===== src/logic/can_rxbuf_pkg.sv =====
// Shared constants for the dedicated receive buffer control block
package can_rxbuf_pkg;
	// Bus and register widths
	localparam int DATA_W = 32;
	localparam int ADDR_W = 5;
	localparam int REG_W = 8;
	localparam int HIT_W = 5;
	localparam int MODE_W = 2;
	localparam int NBUF = 2;

	// Byte offsets of the word-aligned registers
	localparam logic [ADDR_W-1:0] OFS_BUF0 = 5'h00;
	localparam logic [ADDR_W-1:0] OFS_BUF1 = 5'h04;
	localparam logic [ADDR_W-1:0] OFS_STATUS = 5'h08;
	localparam logic [ADDR_W-1:0] OFS_MASK = 5'h0c;
	localparam logic [ADDR_W-1:0] OFS_MODE = 5'h10;

	// Control register field positions
	localparam int BIT_FULL = 7;
	localparam int BIT_RX_ACCEPT_MODE_HI = 6;
	localparam int BIT_RX_ACCEPT_MODE_LO = 5;
	localparam int BIT_DBEN = 2;

	// Operating modes: legacy, enhanced 1, enhanced 2, reserved
	typedef enum logic [MODE_W-1:0] {MODE_LEGACY, MODE_ENH1, MODE_ENH2, MODE_RSVD} op_mode_t;

	// Legacy two-bit receive filter modes
	localparam logic [1:0] RXM_ALL = 2'h3;
	localparam logic [1:0] RXM_EXT = 2'h2;
	localparam logic [1:0] RXM_STD = 2'h1;
	localparam logic [1:0] RXM_FILT = 2'h0;

	// Legacy routing: filters 0 and 1 feed buffer 0, filters 2 up feed buffer 1
	localparam logic [HIT_W-1:0] LEG_BUF1_HIT = 5'h02;
	localparam logic [HIT_W-1:0] HIT_NONE = 5'h00;

	// Interrupt status layout
	localparam int IRQ_W = 3;
	localparam int IRQ_RX0 = 0;
	localparam int IRQ_RX1 = 1;
	localparam int IRQ_LOST = 2;

	// Reset values
	localparam logic [1:0] CTRL_RST = 2'h0;
	localparam logic [HIT_W-1:0] HIT_RST = 5'h00;
	localparam logic [IRQ_W-1:0] IRQ_RST = 3'h0;
	localparam logic [DATA_W-1:0] RDATA_RST = 32'h0000_0000;
endpackage


===== src/logic/can_rx_accept.sv =====
// Acceptance decision of one receive buffer from its mode bits
`timescale 1ns/1ps
module can_rx_accept (
	input wire logic i_legacy,
	input wire logic [1:0] i_rxm,
	input wire logic i_msg_error,
	input wire logic i_msg_ext,
	input wire logic i_filter_match,
	input wire logic i_filter_ext_sel,
	output logic o_accept
);
	// Filter outcomes for each legacy mode
	wire valid_match = !i_msg_error && i_filter_match;
	wire leg_filt = valid_match && (i_msg_ext == i_filter_ext_sel);
	wire leg_ext = valid_match && i_msg_ext;
	wire leg_std = valid_match && !i_msg_ext;
	logic leg_accept;

	// Legacy: accept-all ignores filters and even lets erroneous frames
	always_comb begin
		case (i_rxm)
			can_rxbuf_pkg::RXM_ALL: leg_accept = 1'b1;
			can_rxbuf_pkg::RXM_EXT: leg_accept = leg_ext;
			can_rxbuf_pkg::RXM_STD: leg_accept = leg_std;
			can_rxbuf_pkg::RXM_FILT: leg_accept = leg_filt;
			default: leg_accept = 1'b0;
		endcase
	end

	// Enhanced: only the upper mode bit counts, filters bypassed when set
	wire enh_accept = i_rxm[1] || valid_match;

	assign o_accept = i_legacy ? leg_accept : enh_accept;
endmodule // can_rx_accept


===== src/logic/irq_status_bank.sv =====
// Sticky interrupt status with write-one-to-clear, mask and level output
`timescale 1ns/1ps
module irq_status_bank (
	input wire logic i_mclk,
	input wire logic i_rst_n,
	input wire logic i_ce,
	input wire logic [can_rxbuf_pkg::IRQ_W-1:0] i_set,
	input wire logic i_clr_we,
	input wire logic i_mask_we,
	input wire logic [can_rxbuf_pkg::IRQ_W-1:0] i_wdata,
	output logic [can_rxbuf_pkg::IRQ_W-1:0] o_status,
	output logic [can_rxbuf_pkg::IRQ_W-1:0] o_mask,
	output logic o_irq
);
	logic [can_rxbuf_pkg::IRQ_W-1:0] next_status;
	logic [can_rxbuf_pkg::IRQ_W-1:0] next_mask;

	// A set arriving with its clear wins, so no event is dropped
	genvar g;
	generate
		for (g = 0; g < can_rxbuf_pkg::IRQ_W; g++) begin : g_bit
			assign next_status[g] = i_set[g] || (o_status[g] && !(i_clr_we && i_wdata[g]));
		end
	endgenerate
	assign next_mask = i_mask_we ? i_wdata : o_mask;

	// Interrupt follows next values so it tracks status without extra lag
	always_ff @(posedge i_mclk) begin
		if (!i_rst_n) begin
			o_status <= can_rxbuf_pkg::IRQ_RST;
			o_mask <= can_rxbuf_pkg::IRQ_RST;
			o_irq <= 1'b0;
		end else if (i_ce) begin
			o_status <= next_status;
			o_mask <= next_mask;
			o_irq <= |(next_status & next_mask);
		end
	end
endmodule // irq_status_bank


===== src/logic/can_rxbuf_ctrl.sv =====
// Control and status of the two dedicated CAN receive buffers
//
// Notes on behaviour
// - Full flag in bit 7 is set on store; software may only clear it.
// - A buffer whose full flag is set never takes a new message.
// - Buffer 0 interrupt flag is set again while its full flag stays set.
// - Legacy mode 11 all, 10 extended, 01 standard, 00 per filter select.
// - Enhanced bit 6 set accepts everything; clear needs a valid filter match.
// - Remote request flag reads at bit 3 legacy, bit 5 enhanced.
// - Legacy double buffering moves a buffer 0 overflow into buffer 1.
// - Legacy buffer 0 bit 1 is a read-only copy of the double-buffer enable.
// - Legacy buffer 0 bit 0 tells whether filter 1 or filter 0 matched.
// - Legacy buffer 1 bits 2..0 hold the matching filter code.
// - Enhanced bits 4..0 of each buffer hold the five-bit filter index.
// - Legacy bit 4 reads zero; hit and remote fields are read-only.
//
// Chosen here: the Avalon-MM interface to the registers and the placing of the registers.
`timescale 1ns/1ps
module can_rxbuf_ctrl (
	input wire logic i_mclk,
	input wire logic i_rst_n,
	input wire logic i_ce,
	input wire logic [can_rxbuf_pkg::ADDR_W-1:0] i_avs_address,
	input wire logic i_avs_read,
	input wire logic i_avs_write,
	input wire logic [can_rxbuf_pkg::DATA_W-1:0] i_avs_writedata,
	input wire logic [3:0] i_avs_byteenable,
	output logic [can_rxbuf_pkg::DATA_W-1:0] o_avs_readdata,
	output logic o_avs_waitrequest,
	input wire logic i_msg_valid,
	input wire logic i_msg_error,
	input wire logic i_msg_ext,
	input wire logic i_msg_rtr,
	input wire logic i_filter_match,
	input wire logic [can_rxbuf_pkg::HIT_W-1:0] i_filter_hit,
	input wire logic i_filter_ext_sel,
	input wire logic i_enh_to_buf1,
	output logic o_buf0_full,
	output logic o_buf1_full,
	output logic o_msg_lost,
	output logic o_irq
);
	////////////////////////////////////////////////////////////////////////////
	// State

	logic [can_rxbuf_pkg::NBUF-1:0] full;
	logic [can_rxbuf_pkg::NBUF-1:0] rx_accept_mode_hi;
	logic [can_rxbuf_pkg::NBUF-1:0] rx_accept_mode_lo;
	logic [can_rxbuf_pkg::NBUF-1:0] rtr;
	logic [can_rxbuf_pkg::NBUF-1:0][can_rxbuf_pkg::HIT_W-1:0] hit;
	logic dben;
	can_rxbuf_pkg::op_mode_t op_mode;
	logic [can_rxbuf_pkg::IRQ_W-1:0] irq_status;
	logic [can_rxbuf_pkg::IRQ_W-1:0] irq_mask;
	logic [can_rxbuf_pkg::NBUF-1:0] accept;
	logic [can_rxbuf_pkg::NBUF-1:0] store;
	logic [can_rxbuf_pkg::NBUF-1:0] wr_buf;
	logic [can_rxbuf_pkg::DATA_W-1:0] rd_word;

	////////////////////////////////////////////////////////////////////////////
	// Bus decode

	// Registers live in the low byte lane; writes without it are ignored
	wire legacy = (op_mode == can_rxbuf_pkg::MODE_LEGACY);
	wire bus_req = i_avs_read || i_avs_write;
	wire bus_wr = i_ce && i_avs_write && !o_avs_waitrequest && i_avs_byteenable[0];
	wire sel_buf0 = (i_avs_address == can_rxbuf_pkg::OFS_BUF0);
	wire sel_buf1 = (i_avs_address == can_rxbuf_pkg::OFS_BUF1);
	wire sel_stat = (i_avs_address == can_rxbuf_pkg::OFS_STATUS);
	wire sel_mask = (i_avs_address == can_rxbuf_pkg::OFS_MASK);
	wire sel_mode = (i_avs_address == can_rxbuf_pkg::OFS_MODE);
	wire [can_rxbuf_pkg::REG_W-1:0] wbyte = i_avs_writedata[can_rxbuf_pkg::REG_W-1:0];
	assign wr_buf[0] = bus_wr && sel_buf0;
	assign wr_buf[1] = bus_wr && sel_buf1;

	////////////////////////////////////////////////////////////////////////////
	// Message routing and acceptance

	// Legacy sends filters 2 and up to buffer 1; enhanced takes the pointer given
	wire leg_tgt1 = i_filter_match && (i_filter_hit >= can_rxbuf_pkg::LEG_BUF1_HIT);
	wire tgt1 = legacy ? leg_tgt1 : i_enh_to_buf1;
	wire msg_take = i_msg_valid && i_ce;
	wire [can_rxbuf_pkg::HIT_W-1:0] store_hit = i_filter_match ? i_filter_hit : can_rxbuf_pkg::HIT_NONE;

	// One decider per buffer, each using that buffer's own mode bits
	genvar b;
	generate
		for (b = 0; b < can_rxbuf_pkg::NBUF; b++) begin : g_acc
			can_rx_accept u_accept (
				.i_legacy(legacy),
				.i_rxm({rx_accept_mode_hi[b], rx_accept_mode_lo[b]}),
				.i_msg_error(i_msg_error),
				.i_msg_ext(i_msg_ext),
				.i_filter_match(i_filter_match),
				.i_filter_ext_sel(i_filter_ext_sel),
				.o_accept(accept[b])
			);
		end
	endgenerate

	// An occupied buffer is skipped; overflow may spill into buffer 1
	wire want0 = msg_take && !tgt1 && accept[0];
	wire want1 = msg_take && tgt1 && accept[1];
	wire redirect = want0 && full[0] && legacy && dben && !full[1];
	assign store[0] = want0 && !full[0];
	assign store[1] = (want1 && !full[1]) || redirect;
	wire lost = (want0 || want1) && !store[0] && !store[1];

	////////////////////////////////////////////////////////////////////////////
	// Per-buffer control bits

	generate
		for (b = 0; b < can_rxbuf_pkg::NBUF; b++) begin : g_buf
			// Software writing zero clears full, but a store in that cycle wins
			wire clr_full = wr_buf[b] && !wbyte[can_rxbuf_pkg::BIT_FULL];
			wire next_full = store[b] || (full[b] && !clr_full);
			wire next_rx_accept_mode_hi = wr_buf[b] ? wbyte[can_rxbuf_pkg::BIT_RX_ACCEPT_MODE_HI] : rx_accept_mode_hi[b];
			// Low mode bit is a remote flag in enhanced modes, so not writable there
			wire next_rx_accept_mode_lo = (wr_buf[b] && legacy) ? wbyte[can_rxbuf_pkg::BIT_RX_ACCEPT_MODE_LO] : rx_accept_mode_lo[b];
			// Remote flag and hit land with the full flag; bus writes never touch them
			wire next_rtr = store[b] ? i_msg_rtr : rtr[b];
			wire [can_rxbuf_pkg::HIT_W-1:0] next_hit = store[b] ? store_hit : hit[b];

			always_ff @(posedge i_mclk) begin
				if (!i_rst_n) begin
					full[b] <= 1'b0;
					rx_accept_mode_hi[b] <= 1'b0;
					rx_accept_mode_lo[b] <= 1'b0;
					rtr[b] <= 1'b0;
					hit[b] <= can_rxbuf_pkg::HIT_RST;
				end else if (i_ce) begin
					full[b] <= next_full;
					rx_accept_mode_hi[b] <= next_rx_accept_mode_hi;
					rx_accept_mode_lo[b] <= next_rx_accept_mode_lo;
					rtr[b] <= next_rtr;
					hit[b] <= next_hit;
				end
			end
		end
	endgenerate

	// Double-buffer enable and operating mode
	wire next_dben = (wr_buf[0] && legacy) ? wbyte[can_rxbuf_pkg::BIT_DBEN] : dben;
	wire mode_we = bus_wr && sel_mode;
	always_ff @(posedge i_mclk) begin
		if (!i_rst_n) begin
			dben <= 1'b0;
			op_mode <= can_rxbuf_pkg::MODE_LEGACY;
		end else if (i_ce) begin
			dben <= next_dben;
			if (mode_we) begin
				op_mode <= can_rxbuf_pkg::op_mode_t'(wbyte[can_rxbuf_pkg::MODE_W-1:0]);
			end
		end
	end

	////////////////////////////////////////////////////////////////////////////
	// Interrupts

	// Buffer 0 flag is re-armed every cycle its buffer stays full
	wire [can_rxbuf_pkg::IRQ_W-1:0] irq_set = {lost, store[1], store[0] || full[0]};
	irq_status_bank u_irq (
		.i_mclk(i_mclk),
		.i_rst_n(i_rst_n),
		.i_ce(i_ce),
		.i_set(irq_set),
		.i_clr_we(bus_wr && sel_stat),
		.i_mask_we(bus_wr && sel_mask),
		.i_wdata(wbyte[can_rxbuf_pkg::IRQ_W-1:0]),
		.o_status(irq_status),
		.o_mask(irq_mask),
		.o_irq(o_irq)
	);

	////////////////////////////////////////////////////////////////////////////
	// Read-back layouts

	// Legacy buffer 0: bit 4 zero, bit 1 mirrors the enable, bit 0 filter 1/0
	wire [can_rxbuf_pkg::REG_W-1:0] rb0_leg = {full[0], rx_accept_mode_hi[0], rx_accept_mode_lo[0], 1'b0,
		rtr[0], dben, dben, hit[0][0]};
	// Legacy buffer 1: three-bit filter code
	wire [can_rxbuf_pkg::REG_W-1:0] rb1_leg = {full[1], rx_accept_mode_hi[1], rx_accept_mode_lo[1], 1'b0,
		rtr[1], hit[1][2:0]};
	// Enhanced: remote flag at bit 5, five-bit hit index below it
	wire [can_rxbuf_pkg::REG_W-1:0] rb0_enh = {full[0], rx_accept_mode_hi[0], rtr[0], hit[0]};
	wire [can_rxbuf_pkg::REG_W-1:0] rb1_enh = {full[1], rx_accept_mode_hi[1], rtr[1], hit[1]};
	wire [can_rxbuf_pkg::REG_W-1:0] rb0 = legacy ? rb0_leg : rb0_enh;
	wire [can_rxbuf_pkg::REG_W-1:0] rb1 = legacy ? rb1_leg : rb1_enh;
	localparam int PAD_REG = can_rxbuf_pkg::DATA_W - can_rxbuf_pkg::REG_W;
	localparam int PAD_IRQ = can_rxbuf_pkg::DATA_W - can_rxbuf_pkg::IRQ_W;
	localparam int PAD_MODE = can_rxbuf_pkg::DATA_W - can_rxbuf_pkg::MODE_W;

	// Unmapped offsets read as zero and swallow writes
	always_comb begin
		case (1'b1)
			sel_buf0: rd_word = {{PAD_REG{1'b0}}, rb0};
			sel_buf1: rd_word = {{PAD_REG{1'b0}}, rb1};
			sel_stat: rd_word = {{PAD_IRQ{1'b0}}, irq_status};
			sel_mask: rd_word = {{PAD_IRQ{1'b0}}, irq_mask};
			sel_mode: rd_word = {{PAD_MODE{1'b0}}, op_mode};
			default: rd_word = can_rxbuf_pkg::RDATA_RST;
		endcase
	end

	////////////////////////////////////////////////////////////////////////////
	// Avalon slave timing and outputs

	// Every access waits exactly one cycle; read data are captured on the
	// edge that drops waitrequest, so they are stable when the master samples
	wire next_wait = !(bus_req && o_avs_waitrequest);
	always_ff @(posedge i_mclk) begin
		if (!i_rst_n) begin
			o_avs_waitrequest <= 1'b1;
			o_avs_readdata <= can_rxbuf_pkg::RDATA_RST;
			o_msg_lost <= 1'b0;
		end else if (i_ce) begin
			o_avs_waitrequest <= next_wait;
			if (i_avs_read && o_avs_waitrequest) begin
				o_avs_readdata <= rd_word;
			end
			o_msg_lost <= lost; // One-cycle pulse per dropped message
		end
	end
	assign o_buf0_full = full[0];
	assign o_buf1_full = full[1];
endmodule // can_rxbuf_ctrl


===== config.mk =====
export PLATFORM = sky130hd
export DESIGN_NAME = can_rxbuf_ctrl
export DESIGN_NICKNAME = d
export VERILOG_FILES = /design/src/logic/can_rxbuf_pkg.sv /design/src/logic/can_rx_accept.sv /design/src/logic/irq_status_bank.sv /design/src/logic/can_rxbuf_ctrl.sv
export SDC_FILE = /design/constraint.sdc
export NUM_CORES = 1
export LEC_CHECK = 0
export ABC_AREA = 1
export CELL_PAD_IN_SITES_DETAIL_PLACEMENT = 0
export CELL_PAD_IN_SITES_GLOBAL_PLACEMENT = 1
export CORE_ASPECT_RATIO = 0.8
export CORE_MARGIN = 2
export CORE_UTILIZATION = 44
export CTS_BUF_LIST = sky130_fd_sc_hd__clkbuf_4
export CTS_CLUSTER_DIAMETER = 30
export CTS_CLUSTER_SIZE = 20
export DETAILED_ROUTE_END_ITERATION = 6
export DONT_BUFFER_PORTS = 1
export PLACE_DENSITY = 0.9
export SYNTH_ARGS = -nofsm -noshare
export SYNTH_HDL_FRONTEND = slang
export SYNTH_HIERARCHICAL = 1
export SYNTH_SLANG_ARGS = --single-unit

===== constraint.sdc =====
create_clock -name i_mclk -period 2.25 [get_ports i_mclk]
set_clock_uncertainty 0.15 [all_clocks]
set_input_delay 0 -clock i_mclk [delete_from_list [all_inputs] [get_ports i_mclk]]
set_output_delay 0 -clock i_mclk [all_outputs]
set_load 0.05 [all_outputs]

# After elaboration in Yosys (flattened, before gate mapping)
# Index checks and enable logic that the tools add are counted.
# classes
eq_ne	11
mux	14
n_bitwise	1
magnitude_cmp	1
n_reduce_logical	79
# op_table
cell	count
$logic_and 1x1->1	40
$mux 8	2
$reduce_and 2->1	8
$logic_not 1->1	15
$mux 6	2
$logic_or 1x1->1	11
$eq 5x4->1 const B	2
$mux 3	3
$eq 2x2->1 const B	4
$pmux 1 s4	2
$logic_not 2->1	3
$eq 5x3->1 const B	1
$eq 5x5->1 const B	1
$ge 5x2->1 const B	1
$logic_not 5->1	1
$mux 5	1
$eq 2x1->1 const B	2
$and 3x3->3	1
$mux 1	3
$reduce_or 3->1	1
$mux 2	1
$eq 1x1->1	1
# totals
regBits	62
out_inout_bits	37
elab_cells	124
in_bits	58

# Depth between registers and ports, before layout
# depth
ltp_word	16
mapped_depth	19
depth_no_buf	19

# Modules after synthesis
# The synthesis kept the hierarchy.
# by_module_without_submodules
mod	cells_each	area_each_um2	seq_area_each_um2	n_inst
can_rxbuf_ctrl	267	1848.0	620.6	1
irq_status_bank	58	374.1	140.1	1
can_rx_accept	13	67.6	0.0	2

# Least setup slack after synthesis
# No wires, ideal clock.
# synth_path
kind	register -> register
startpoint	register op_mode[1]
endpoint	register u_irq.o_irq
stages_incl_launch_ff	20
synth_period_minus_slack_ps	2060
setup_time_ps	109
t_arrival_ps	1801
setup_slack_ps	190
required_time_ps	1991
n_path_buf	1
path_cell_list	dfxtp_1 -> inv_1 -> nand2_2 -> buf_6 -> inv_2 -> a21boi_0 -> a21oi_1 -> inv_1 -> nor2_2 -> nand3_2 -> nor2_4 -> inv_1 -> nand3_1 -> inv_1 -> inv_1 -> nand2_1 -> nand2_1 -> nand3_1 -> nand2_1 -> inv_1
# synth_between
word_cells_on_any_way	27
classes_between	mux (3); bitwise (1); reduce/logical (23)
# synth_rtl
element	line	text
from (decl)	can_rxbuf_ctrl.sv:52	can_rxbuf_pkg::op_mode_t op_mode;
from (signal assigned)	can_rxbuf_ctrl.sv:148	op_mode <= can_rxbuf_pkg::MODE_LEGACY;
from (signal assigned)	can_rxbuf_ctrl.sv:152	op_mode <= can_rxbuf_pkg::op_mode_t'(wbyte[can_rxbuf_pkg::MODE_W-1:0]);
$logic_not 2->1 (*)	can_rxbuf_ctrl.sv:64	wire legacy = (op_mode == can_rxbuf_pkg::MODE_LEGACY);
via legacy	can_rxbuf_ctrl.sv:64	
$mux 1 (*)	can_rx_accept.sv:33	assign o_accept = i_legacy ? leg_accept : enh_accept;
via accept, one bit	can_rxbuf_ctrl.sv:55	logic [can_rxbuf_pkg::NBUF-1:0] accept;
$logic_and 1x1->1 (*)	can_rxbuf_ctrl.sv:102	wire want0 = msg_take && !tgt1 && accept[0];
$logic_and 1x1->1 (4 in series)	can_rxbuf_ctrl.sv:104	wire redirect = want0 && full[0] && legacy && dben && !full[1];
$logic_or 1x1->1	can_rxbuf_ctrl.sv:106	assign store[1] = (want1 && !full[1]) || redirect;
$logic_not 1->1	can_rxbuf_ctrl.sv:107	wire lost = (want0 || want1) && !store[0] && !store[1];
$logic_and 1x1->1 (*)	can_rxbuf_ctrl.sv:107	
via irq_set, one bit	can_rxbuf_ctrl.sv:161	wire [can_rxbuf_pkg::IRQ_W-1:0] irq_set = {lost, store[1], store[0] || full[0]};
$logic_or 1x1->1 (*)	irq_status_bank.sv:22	assign next_status[g] = i_set[g] || (o_status[g] && !(i_clr_we && i_wdata[g]));
$and 3x3->3 (*)	irq_status_bank.sv:36	o_irq <= |(next_status & next_mask);
$reduce_or 3->1 (*)	irq_status_bank.sv:36	
to (signal assigned)	irq_status_bank.sv:36	
to (decl)	irq_status_bank.sv:13	output logic o_irq
# Mark *: on every way through the listed nets, which the timed path passes. The rest lies on a longest branch.
# A chain may end at the register's enable or synchronous reset.

# Final worst setup path
# layout_path
startpoint	input port i_avs_address[3] (netlist bit)
endpoint	register o_avs_readdata[2] (netlist bit)
# layout_between
elab_chain_cells	5
word_cells_on_any_way	8
classes_between	eq/ne (3); mux (4); reduce/logical (1)
# layout_rtl
element	line	text
from (decl)	can_rxbuf_ctrl.sv:23	input wire logic [can_rxbuf_pkg::ADDR_W-1:0] i_avs_address,
$eq 5x4->1	can_rxbuf_ctrl.sv:70	wire sel_mask = (i_avs_address == can_rxbuf_pkg::OFS_MASK);
$mux 3 (2 in series)	can_rxbuf_ctrl.sv:195	case (1'b1)
$mux 8	can_rxbuf_ctrl.sv:195	
$mux 8 (*)	can_rxbuf_ctrl.sv:195	
to (signal assigned)	can_rxbuf_ctrl.sv:214	o_avs_readdata <= can_rxbuf_pkg::RDATA_RST;
to (signal assigned)	can_rxbuf_ctrl.sv:219	o_avs_readdata <= rd_word;
to (decl)	can_rxbuf_ctrl.sv:28	output logic [can_rxbuf_pkg::DATA_W-1:0] o_avs_readdata,
# Mark *: on every way between the ends. The rest lies on a longest branch, timed or not.

==> key figures <==
Clock tree
  • Worst-path clk slew: 0.12 ns
  • Clock Tree Buf Depth: 2
  • # H-tree levels: 2
  • Root buffer cell: clkbuf_4
  • CTS tree: done
  • Post-CTS setup buffer count: 0
  • CTS Buf Count: 5
  • Skew-Pair Late Insertion Delay: 0.35 ns
  • Sink Count: 38

Placement
  • PortBufs: 0
  • Post-detail-place hpwl: 4086 um
  • RePlAce Congestion: 0.8461
  • Post-Place Cells: 412

Route
  • Total wire length: 5676 um
  • Wire length per cell: 12.64 um
  • # DRC: 7
  • Routed Antenna Nets: 0
  • Starting DRT DRC Count: 111
  • Drt first pass iters: 7
  • Vias: 2126
  • Vias/cell: 4.735

Setup path
  • Crit path kind: input port to flip-flop
  • Worst setup SP type: input port
  • Crit path max fanout: 4
  • Critical Path RT: 2.39 ns
  • Worst Path Buf+Inv: 4
  • Cell family with most CP delay: buffers and inverters
  • Crit path DAT: 2.30 ns
  • Slowest CP cell: dlygate4sd3_1
  • Critical path cell sequence: dlygate4sd3_1 > inv_1 > nor2_4 > nand3_2 > dlygate4sd3_1 > o22ai_1 > dlygate4sd3_1 > nor2_1 > a31oi_1
  • Setup crit end kind: flip-flop
  • Most used cell, CP: dlygate4sd3_1
  • CP peak stage delay: 0.58 ns

Global routing
  • Total grt overflow: 0
  • First-pass GRT wire length: 9273 um
  • Maximum number of pins on one net before global-route repair: 28
  • Gr usage total: 0.1980
  • Antenna violations before repair: 0
  • Vias in the first global route: 2006

Power
  • Peak supply drop: 336.9 uV
  • Power per cell area: 571.1 nW/um^2
  • Leak pwr: 1.266 nW
  • Power Total: 0.001579 W

Yosys
  • Sequential area share after synthesis: 0.3227
  • Top-count cell post-synth: nand2_1
  • Synthesis-stage register bit count: 38
  • Number of synthesized flops with an enable pin: 0
  • Synth cell types: 33
  • Top cells by area, synth: dfxtp_1 32%, nand2_1 9.9%, inv_1 9.7%
  • FFs w/ async S/R, synth: 0
  • Yosys warning count: 6
  • Post-synth top cells: 62 x nand2_1, 61 x inv_1, 38 x dfxtp_1, 34 x nor2_1
  • Post-Synthesis Cells: 351
  • Cell Area, Synth: 2357 sq um
  • Yosys top cell area share: 0.3227
  • Largest area contributor in the netlist: dfxtp_1
  • Ys flop type: dfxtp_1
  • Mean Syn Cell Area: 6.716 sq um

Status
  • Outcome: finished with violations
  • Violated checks: design-rule violations, negative hold slack

STA
  • Final Hold Viols: 1
  • Final Cycle Share: 0.9608
  • Setup TNS: 0 ns
  • Hold Slack: -0.002352 ns
  • Fin crit period: 2.162 ns
  • Worst slew pin tran: 1.030 ns
  • Headroom to the max-slew limit: 0.3112
  • Fmax: 462.6 MHz
  • Setup violators final: 0
  • Unrepaired setup endpoints after global routing: no
  • Max Slew Vio Count: 0

Min path
  • Worst hold path type: input port to flip-flop

Floorplan
  • FP Rows: 23
  • Total Die Area: 5963 sq um
  • I/O pin count: 95
  • CORE AREA: 5094 sq um
  • DIE HEIGHT: 69.47 um
  • Die Wd: 85.84 um
  • Initial Utilization: 0.4628

Final layout
  • Non-filler cells, final: 449
  • Ant diodes: 0
  • # nets final: 444
  • Synth-to-Final Area Change: 17.25%
  • Layout cells sized above 1: 0.1344

Job
  • Max Cap Viol: 0
## where the power goes
group	internal (W)	leakage [nW]	total, W	switching (W)
clock network	0.000342	0.0528	0.000577	0.000235
registers	0.000691	0.311	0.000737	0.0000454
logic	0.0000762	0.902	0.000265	0.000189
## cells by family after synthesis
kind of cell,synth area share
buffers and inverters,0.2033
flip-flops,0.3227
other,0.001591
AND/OR/NAND/NOR,0.3015
AO/OA/AOI/OAI,0.1709
## through the flow
step | setup WS, ns | cell area, sq um | utilization | hold WS (ns)
finish | 0.08829 | 2764 | 0.5426 | -0.002352
global route | 0.005326 | 2764 | 0.5426 | 0.02337
CTS | 0.01595 | 2718 | 0.5335 | 0.006992
detailed placement | 0.06172 | 2336 | 0.4586 | -0.07048
global placement | 0.09938 | 2336 | 0.4586 | -0.07747
floorplan | 0.1905 | 2444 | - | -0.05622
## final cells by class
class / count / area, sq um
Multi-Input combinational cell: 241 / 1231
Fill cell: 530 / 2330
Tap cell: 62 / 77.57
Sequential cell: 38 / 767.0
Inverter: 65 / 249.0
Clock buffer: 5 / 37.54
Timing Repair Buffer: 35 / 337.8
Clock inverter: 3 / 63.81
## tightest hold or removal path: stages
cell,delay [ns]
nor2_4,0.03
nand3_2,0.07
nor2_1,0.08
o21ai_1,0.18
o21ai_1,0.07
inv_1,0.04
## what timing repair did
item                                    CTS  global route
hold buffers                             28             1
endpoints found under the hold margin    38             1
gates resized for setup                   0            11
endpoints found under the setup margin    0             8
## registers in the layout, summed over array words and instances (netlist names), 2 cells and up
signal and flops:
u_irq/o_mask 3, rb1_enh 2, o_avs_readdata 8, rb0_enh 2, u_irq/o_status 3, hit 10
op_mode 2
## layout by cell type, fill, tap and decap left out, drive strengths merged, types with 5 or more instances in the layout
cell         netlist  routed
nor2              43      43
dfxtp             38      38
a21oi             26      26
o21ai             30      30
dlygate4sd3        0      28
nand2             75      75
o211ai             7       7
clkbuf             2       5
conb               1      24
inv               65      65
buf               28       6
nand3             22      22
## per-layer routing
layer	vias up	part of all wire	global-route usage
met3	8	0.049	0.03929
li1	1123	-	-
met1	939	0.52	0.2851
met2	56	0.42	0.2943
met4	0	0.014	0.06702
met5	-	0	0
## final timing paths
| check | from | end | slack (ns) | cells past startpoint |
|---|---|---|---|---|
| worst max register to register | op_mode[0] | u_irq/o_irq | 0.20 | 18 |
| worst min-delay path | i_avs_address[1] | u_irq/o_mask[2] | -0.002 | 6 |
| worst min register to register | hit[3] | hit[3] | 0.33 | 1 |
| worst max-delay path | i_avs_address[3] | o_avs_readdata[2] | 0.09 | 9 |
No activity file was read; power rests on OpenSTA's default activity.
